### src/design/lane_pkg.sv
// Shared constants, types and decode functions for byte-lane steering
package lane_pkg;

  // Access sizes issued by the processor side
  typedef enum logic [1:0] {
    SZ_BYTE = 2'b00,
    SZ_WORD = 2'b01,
    SZ_LONG = 2'b10,
    SZ_QUAD = 2'b11
  } size_type;

  // Sequencer states, Gray coded along idle, first cycle, second cycle
  typedef enum logic [1:0] {
    ST_IDLE = 2'b00,
    ST_LOW  = 2'b01,
    ST_HIGH = 2'b11
  } state_type;

  localparam int       LANES         = 8;
  localparam logic [2:0] HIGH_HALF_OFF = 3'h4;
  localparam logic [7:0] STRB_NONE     = 8'h00;
  localparam logic [7:0] STRB_NARROW   = 8'h0F;
  localparam logic [7:0] STRB_ALL      = 8'hFF;
  localparam logic [63:0] DATA_RST     = 64'h0000_0000_0000_0000;
  localparam logic [2:0] OFF_RST       = 3'h0;
  localparam int       SYNC_STAGES   = 2;

  // Lanes covered by an access of the given size, starting at lane 0
  function automatic logic [7:0] size_mask(input logic [1:0] size);
    case (size)
      SZ_BYTE: size_mask = 8'h01;
      SZ_WORD: size_mask = 8'h03;
      SZ_LONG: size_mask = 8'h0F;
      default: size_mask = 8'hFF;
    endcase
  endfunction : size_mask

  // Offset forced onto the natural boundary of the size and device width
  function automatic logic [2:0] align_off(input logic [1:0] size,
                                           input logic [2:0] off,
                                           input logic       wide);
    logic [2:0] a;
    case (size)
      SZ_BYTE: a = off;
      SZ_WORD: a = {off[2:1], 1'b0};
      SZ_LONG: a = {off[2], 2'b00};
      default: a = 3'h0;
    endcase
    align_off = wide ? a : {1'b0, a[1:0]};
  endfunction : align_off

endpackage : lane_pkg

### src/design/lane_map.sv
// Combinational lane map: strobes, write lanes and read extraction
module lane_map
  import lane_pkg::*;
(
  input  wire logic [1:0]  size,    // Access size
  input  wire logic [2:0]  off,     // Byte offset in the eight-byte unit
  input  wire logic        wide,    // High for a 64-bit device
  input  wire logic        phase,   // Second cycle of a split quadword
  input  wire logic [63:0] wdata,   // Processor write data, right aligned
  input  wire logic [63:0] rlanes,  // Lanes read back from the bus
  output logic      [7:0]  strobe,  // Lane strobes, high means asserted
  output logic      [63:0] lanes,   // Write data placed on its lanes
  output logic      [63:0] rdata    // Read data, right aligned
);

  logic [2:0]  eff;
  logic [5:0]  shamt;
  logic [7:0]  bmask;
  logic [63:0] dmask;
  logic        split;

  assign eff   = align_off(size, off, wide);
  assign shamt = {eff, 3'b000};
  assign bmask = size_mask(size);
  assign split = (size == SZ_QUAD) && !wide;

  // Byte mask widened to a bit mask
  genvar i;
  generate
    for (i = 0; i < LANES; i++) begin : g_mask
      assign dmask[i*8 +: 8] = {8{bmask[i]}};
    end
  endgenerate

  // Steering for both directions; unused lanes are zero
  always_comb begin
    if (split) begin
      strobe = STRB_NARROW;
      lanes  = phase ? {32'h0000_0000, wdata[63:32]} : {32'h0000_0000, wdata[31:0]};
      rdata  = phase ? {rlanes[31:0], 32'h0000_0000} : {32'h0000_0000, rlanes[31:0]};
    end else begin
      strobe = (bmask << eff) & (wide ? STRB_ALL : STRB_NARROW);
      lanes  = (wdata & dmask) << shamt;
      rdata  = (rlanes >> shamt) & dmask;
    end
  end

endmodule : lane_map

### src/design/le_byte_lane_steering.sv
// Little-endian byte-lane steering and strobe sequencing for the memory bus
//
// Notes on behaviour
// - On a 64-bit device a byte at offset k goes on lane k in one cycle with only strobe k.
// - On a 64-bit device a word at offset 2m uses lanes 2m and 2m+1 in one cycle, low byte low.
// - On a 64-bit device a longword uses lanes 0-3 or 4-7 and a quadword all lanes, one cycle.
// - On a 32-bit device a byte at offset k of four goes on lane k in one cycle with strobe k.
// - On a 32-bit device a word uses lanes 0-1 or 2-3 and a longword all four lanes, one cycle.
// - On a 32-bit device a quadword takes two cycles, low half at base then high half at base+4.
module le_byte_lane_steering
  import lane_pkg::*;
(
  input  wire logic        clk,         // Bus clock
  input  wire logic        nrst,        // Asynchronous reset, active low
  input  wire logic        wide,        // High selects a 64-bit device, low 32-bit
  input  wire logic        req_valid,   // Processor access request
  output logic             req_ready,   // Sequencer can take a request
  input  wire logic        req_write,   // High for a write
  input  wire logic [1:0]  req_size,    // Access size
  input  wire logic [2:0]  req_off,     // Byte offset within eight bytes
  input  wire logic [63:0] req_wdata,   // Write data, right aligned
  output logic             bus_cyc,     // Bus cycle active
  output logic             bus_write,   // Bus cycle is a write
  output logic [2:0]       bus_off,     // Low address bits of the cycle
  output logic [7:0]       bus_strobe,  // Lane strobes, high means asserted
  output logic [63:0]      bus_wdata,   // Data lanes driven on a write
  input  wire logic [63:0] bus_rdata,   // Data lanes from the pins
  output logic             resp_valid,  // Read data ready, one cycle
  output logic [63:0]      resp_rdata   // Read data, right aligned
);

  state_type   state_reg, state_next;
  logic [1:0]  size_reg;
  logic [2:0]  off_reg;
  logic        wide_reg;
  logic        write_reg;
  logic [63:0] data_reg;
  logic        phase_reg;
  logic        last_reg;
  logic        accept;
  logic        split;
  logic [1:0]  map_size;
  logic [2:0]  map_off;
  logic        map_wide;
  logic        map_phase;
  logic [63:0] map_wdata;
  logic [7:0]  map_strobe;
  logic [63:0] map_lanes;
  logic [63:0] rd_sync1_reg, rd_sync2_reg;
  logic [8:0]  ctx1_reg, ctx2_reg;
  logic [63:0] rd_ext;
  logic [63:0] acc_reg;

  assign accept = (state_reg == ST_IDLE) && req_valid;
  assign split  = (size_reg == SZ_QUAD) && !wide_reg;

  // Next state of the access sequencer
  always_comb begin
    state_next = state_reg;
    case (state_reg)
      ST_IDLE: begin
        if (req_valid) begin
          state_next = ST_LOW;
        end
      end
      ST_LOW: begin
        state_next = split ? ST_HIGH : ST_IDLE;
      end
      ST_HIGH: begin
        state_next = ST_IDLE;
      end
      default: begin
        state_next = ST_IDLE;
      end
    endcase
  end

  // Sequencer state and ready flag
  always_ff @(posedge clk or negedge nrst) begin
    if (!nrst) begin
      state_reg <= ST_IDLE;
      req_ready <= 1'b1;
    end else begin
      state_reg <= state_next;
      req_ready <= (state_next == ST_IDLE);
    end
  end

  // Access context captured at acceptance
  always_ff @(posedge clk or negedge nrst) begin
    if (!nrst) begin
      size_reg  <= SZ_BYTE;
      off_reg   <= OFF_RST;
      wide_reg  <= 1'b0;
      write_reg <= 1'b0;
      data_reg  <= DATA_RST;
    end else if (accept) begin
      size_reg  <= req_size;
      off_reg   <= req_off;
      wide_reg  <= wide;
      write_reg <= req_write;
      data_reg  <= req_wdata;
    end
  end

  // Lane map inputs for the cycle about to be driven
  assign map_size  = (state_reg == ST_IDLE) ? req_size : size_reg;
  assign map_off   = (state_reg == ST_IDLE) ? req_off : off_reg;
  assign map_wide  = (state_reg == ST_IDLE) ? wide : wide_reg;
  assign map_wdata = (state_reg == ST_IDLE) ? req_wdata : data_reg;
  assign map_phase = (state_reg == ST_LOW);

  lane_map u_issue_map (
    .size   (map_size),
    .off    (map_off),
    .wide   (map_wide),
    .phase  (map_phase),
    .wdata  (map_wdata),
    .rlanes (DATA_RST),
    .strobe (map_strobe),
    .lanes  (map_lanes),
    .rdata  ()
  );

  // idle lanes and strobes held at zero
  always_ff @(posedge clk or negedge nrst) begin
    if (!nrst) begin
      bus_cyc    <= 1'b0;
      bus_write  <= 1'b0;
      bus_off    <= OFF_RST;
      bus_strobe <= STRB_NONE;
      bus_wdata  <= DATA_RST;
      phase_reg  <= 1'b0;
      last_reg   <= 1'b0;
    end else if (accept || (state_reg == ST_LOW && split)) begin
      bus_cyc    <= 1'b1;
      bus_write  <= (state_reg == ST_IDLE) ? req_write : write_reg;
      bus_off    <= map_phase ? HIGH_HALF_OFF : align_off(map_size, map_off, map_wide);
      bus_strobe <= map_strobe;
      bus_wdata  <= ((state_reg == ST_IDLE) ? req_write : write_reg) ? map_lanes : DATA_RST;
      phase_reg  <= map_phase;
      last_reg   <= map_phase || !((map_size == SZ_QUAD) && !map_wide);
    end else begin
      bus_cyc    <= 1'b0;
      bus_write  <= 1'b0;
      bus_off    <= OFF_RST;
      bus_strobe <= STRB_NONE;
      bus_wdata  <= DATA_RST;
      phase_reg  <= 1'b0;
      last_reg   <= 1'b0;
    end
  end

  // Read lanes pass two flip-flops before use; context follows alongside
  // The offset travels with the context, since a following access may
  // already have replaced the captured one when the read data returns
  always_ff @(posedge clk or negedge nrst) begin
    if (!nrst) begin
      rd_sync1_reg <= DATA_RST;
      rd_sync2_reg <= DATA_RST;
      ctx1_reg     <= 9'h000;
      ctx2_reg     <= 9'h000;
    end else begin
      rd_sync1_reg <= bus_rdata;
      rd_sync2_reg <= rd_sync1_reg;
      ctx1_reg     <= {bus_cyc && !bus_write, last_reg, phase_reg, wide_reg, size_reg, off_reg};
      ctx2_reg     <= ctx1_reg;
    end
  end

  lane_map u_return_map (
    .size   (ctx2_reg[4:3]),
    .off    (ctx2_reg[2:0]),
    .wide   (ctx2_reg[5]),
    .phase  (ctx2_reg[6]),
    .wdata  (DATA_RST),
    .rlanes (rd_sync2_reg),
    .strobe (),
    .lanes  (),
    .rdata  (rd_ext)
  );

  // read halves gathered low then high
  always_ff @(posedge clk or negedge nrst) begin
    if (!nrst) begin
      acc_reg    <= DATA_RST;
      resp_valid <= 1'b0;
      resp_rdata <= DATA_RST;
    end else begin
      if (ctx2_reg[8] && !ctx2_reg[6]) begin
        acc_reg <= rd_ext;
      end
      resp_valid <= ctx2_reg[8] && ctx2_reg[7];
      if (ctx2_reg[8] && ctx2_reg[7]) begin
        resp_rdata <= ctx2_reg[6] ? (acc_reg | rd_ext) : rd_ext;
      end
    end
  end

  a_byte_lane_wide: assert property (@(posedge clk) disable iff (!nrst)
    bus_cyc && wide_reg && size_reg == SZ_BYTE |-> bus_strobe == (8'h01 << bus_off)
      && bus_off == off_reg && !$past(bus_cyc))
    else $error("byte on 64-bit device misplaced");

  a_word_lane_wide: assert property (@(posedge clk) disable iff (!nrst)
    bus_cyc && wide_reg && size_reg == SZ_WORD && bus_write |-> bus_strobe == (8'h03 << bus_off)
      && !bus_off[0] && bus_wdata[bus_off*8 +: 16] == data_reg[15:0])
    else $error("word on 64-bit device misplaced");

  a_long_quad_wide: assert property (@(posedge clk) disable iff (!nrst)
    bus_cyc && wide_reg && size_reg[1] |-> (size_reg == SZ_QUAD ? bus_strobe == STRB_ALL
      : bus_strobe == (8'h0F << {off_reg[2], 2'b00})) ##1 !bus_cyc)
    else $error("long or quad on 64-bit device wrong");

  a_byte_lane_narrow: assert property (@(posedge clk) disable iff (!nrst)
    bus_cyc && !wide_reg && size_reg == SZ_BYTE |-> bus_strobe == (8'h01 << off_reg[1:0])
      && bus_strobe[7:4] == 4'h0)
    else $error("byte on 32-bit device misplaced");

  a_word_long_narrow: assert property (@(posedge clk) disable iff (!nrst)
    bus_cyc && !wide_reg && (size_reg == SZ_WORD || size_reg == SZ_LONG) |->
      bus_strobe == (size_reg == SZ_LONG ? STRB_NARROW : (8'h03 << {off_reg[1], 1'b0}))
      ##1 !bus_cyc)
    else $error("word or long on 32-bit device wrong");

  a_quad_split_narrow: assert property (@(posedge clk) disable iff (!nrst)
    bus_cyc && !wide_reg && size_reg == SZ_QUAD && !phase_reg && bus_write |->
      bus_strobe == STRB_NARROW && bus_off == 3'h0 && bus_wdata[31:0] == data_reg[31:0]
      ##1 bus_cyc && bus_strobe == STRB_NARROW && bus_off == HIGH_HALF_OFF
      && bus_wdata[31:0] == data_reg[63:32] ##1 !bus_cyc)
    else $error("quad on 32-bit device not split");

  a_idle_lanes_quiet: assert property (@(posedge clk) disable iff (!nrst)
    (!bus_cyc |-> bus_strobe == STRB_NONE && bus_wdata == DATA_RST) and
    (bus_cyc && !wide_reg |-> bus_strobe[7:4] == 4'h0 && bus_wdata[63:32] == 32'h0000_0000))
    else $error("unused lane driven");

  a_accept_to_cycle: assert property (@(posedge clk) disable iff (!nrst)
    req_valid && req_ready |=> bus_cyc && !req_ready)
    else $error("accepted request not issued next cycle");

endmodule : le_byte_lane_steering

### config.mk
export PLATFORM = sky130hd
export DESIGN_NAME = le_byte_lane_steering
export DESIGN_NICKNAME = d
export VERILOG_FILES = /design/src/design/lane_pkg.sv /design/src/design/lane_map.sv /design/src/design/le_byte_lane_steering.sv
export SDC_FILE = /design/constraint.sdc
export NUM_CORES = 1
export LEC_CHECK = 0
export BUFFER_PORTS_ARGS = -buffer_cell sky130_fd_sc_hd__buf_2
export CAP_MARGIN = 15
export CORE_ASPECT_RATIO = 1.75
export CORE_MARGIN = 1
export CORE_UTILIZATION = 49
export DETAILED_ROUTE_END_ITERATION = 7
export GPL_ROUTABILITY_DRIVEN = 0
export GPL_TIMING_DRIVEN = 0
export PLACE_DENSITY = 0.69
export SKIP_CTS_REPAIR_TIMING = 1
export SKIP_LAST_GASP = 1
export SYNTH_ARGS = -nofsm -noshare
export SYNTH_HDL_FRONTEND = slang
export SYNTH_HIERARCHICAL = 1
export SYNTH_SLANG_ARGS = --single-unit
export TNS_END_PERCENT = 100
### constraint.sdc
create_clock -name clk -period 3.2 [get_ports clk]
set_clock_uncertainty 0.15 [all_clocks]
set_input_delay 0.96 -clock clk [delete_from_list [all_inputs] [get_ports clk]]
set_output_delay 0.96 -clock clk [all_outputs]
set_load 0.05 [all_outputs]
==> results.yml <==
floorplan:
  io_pins: 281
  core-area_mm2: 0.0375
  dieArea_mm2: 0.0389
  initial_utilization_pct: 49.7
  num_rows: 94
  die_w_um: 149
  die_h_um: 260
synthesis:
  synth_warnings: 6
  synthCells: 1529
  syn_avg_cell_area_um2: 12.2
  syn_nets: 1667
  syn-cell-area_mm2: 0.0186
timing:
  setup_ws_ns: 0.0781
  max_freq_mhz: 320
  finalSetupViolCount: 0
  setup_tns_ns: 0
  slew_violations: 0
  fin_crit_sh_pct: 97.6
  slew_headroom_pct: 35.0
  rsz0062_at_grt: "false"
  period_minus_slack_ns: 3.12
  worstMarginPinSlew_ns: 0.975
  hold_violations: 0
global_route:
  grt_first_pass_wirelength_um: 85000
  antenna_found_initial: 11
  grt_usage_pct: 29.8
  grt_pass1_vias: 14406
  grt_max_degree: 128
  overflow: 0
pwr:
  p_total_mw: 23.2
  ir_worst_vdd_mv: 0.693
  p_leak_nw: 10.9
  power.density_mw_per_mm2: 1040
setup_path:
  cp_slowest_cell: "o22ai_2"
  cp_cell_sequence: "buf_4 -> nor2_2 -> buf_6 -> buf_6 -> mux2_2 -> and2_1 -> buf_2 -> nand2b_1 -> buf_4 -> nand2_2 -> o22ai_2 -> a22o_1 -> and3_1"
  critPathBufInv: 5
  cp_max_fo: 10
  path_class: "reg2reg"
  path_delay_family: "buffers and inverters"
  start_kind: "flop"
  critPathRequiredTime_ns: 3.51
  endpoint_kind: "flop"
  critPathMaxStageDelay_ns: 0.41
  arrival_ns: 3.43
min_path:
  min_path_type: "in2async"
clock_tree:
  cts.htree.levels: 2
  clock_latency_ns: 0.54
  cts_root_buf: "clkbuf_16"
  clock_sinks: 428
  cts.path.max_buffers: 3
  cts_inserted_buffers: 39
  clkSlewWorstSetupHoldPaths_ns: 0.07
  cts_tree: "yes"
drt:
  drt_pre_antenna_iters: 7
  vias: 13600
  wl_per_cell_um: 23.9
  routed_wirelength_um: 56700
  ant_nets: 0
  viasPerCell: 5.75
  drt_drc_violations_left: 0
  drtIter0Drc: 922
placed_design:
  placed_area_mm2: 0.0208
  pre_cts_slack_ns: -0.342
  port_buffers: 280
  dp_hpwl_um: 42900
layout:
  nNetsFinal: 1991
  nFillCells: 3081
  final_area_mm2: 0.0223
  final_layout_size_suffix_gt1_share_pct: 36.1
  syn_to_final_growth_pct: 19.5
status:
  status: "completed"
flow_run:
  cap_violations: 0
worst paths after layout:
kind / from / end / slack [ns] / depth (start not counted)
max: state_reg[0]$_DFF_PN0_ / bus_wdata[0]$_DFF_PN0_ / 0.08 / 13
min: nrst / resp_valid$_DFF_PN0_ / 0.03 / 1
max reg2reg: state_reg[0]$_DFF_PN0_ / bus_wdata[0]$_DFF_PN0_ / 0.08 / 13
min reg2reg: rd_sync1_reg[17]$_DFF_PN0_ / rd_sync2_reg[17]$_DFF_PN0_ / 0.19 / 0
max in group asynchronous: nrst / data_reg[25]$_DFFE_PN0P_ / 1.24 / 4
min in group clk: rd_sync1_reg[17]$_DFF_PN0_ / rd_sync2_reg[17]$_DFF_PN0_ / 0.19 / 0
layout by cell type, fill, tap and decap left out, drive strengths merged, types with 2 or more instances in the layout:
cell type and instances:
a211oi 6, a21boi 2, a21oi 168, a221o 5
a221oi 6, a22o 49, a22oi 27, a2bb2oi 7
a32o 3, and2 20, and3 83, and4b 2
buf 373, bufinv 8, clkbuf 102, clkinv 8
clkinvlp 2, dfrtp 427, diode 5, inv 6
mux2 209, mux2i 49, mux4 3, nand2 96
nand2b 12, nand3 6, nor2 101, nor2b 7
nor3 8, o2111ai 3, o211ai 4, o21a 3
o21ai 41, o22ai 26
power breakdown:
| part | internal [mW] | switching (mW) | leakage (nW) |
|---|---|---|---|
| registers | 6.84 | 0.784 | 5.26 |
| logic | 3.73 | 6.64 | 4.92 |
| clock network | 3.11 | 2.06 | 0.697 |
metrics by stage:
| step | cells | hold WS, ns | util, % |
|---|---|---|---|
| 2_1_floorplan | 1529 | 0.181 | - |
| 3_3_place_gp | 2289 | 0.182 | 55.0 |
| 3_5_place_dp | 2293 | 0.185 | 55.3 |
| 4_1_cts | 2363 | 0.0127 | 59.1 |
| 5_1_grt | 2363 | 0.0176 | 59.3 |
| 6_report | 2367 | 0.0347 | 59.4 |
final cells by class:
cell class	instances	area (um^2)	area share [%]
multi-input combinational	955	7180	32.2
clock inverter	19	308	1.38
sequential	428	10700	48.1
tap	480	601	2.70
timing repair buffer	284	1520	6.83
buffer	140	811	3.64
inverter	5	18.8	0.0843
clock buffer	51	1110	5.00
antenna	5	12.5	0.0562
routing by layer:
layer / share of wire (%) / GRT usage [%] / vias to the layer above
met5: 0.17 / 0 / -
met4: 8.8 / 22.2 / 14
met3: 6.5 / 6.28 / 246
met2: 54 / 55.5 / 687
met1: 30 / 28.1 / 6595
li1: - / - / 6058
No activity file was read; power rests on OpenSTA's default activity.
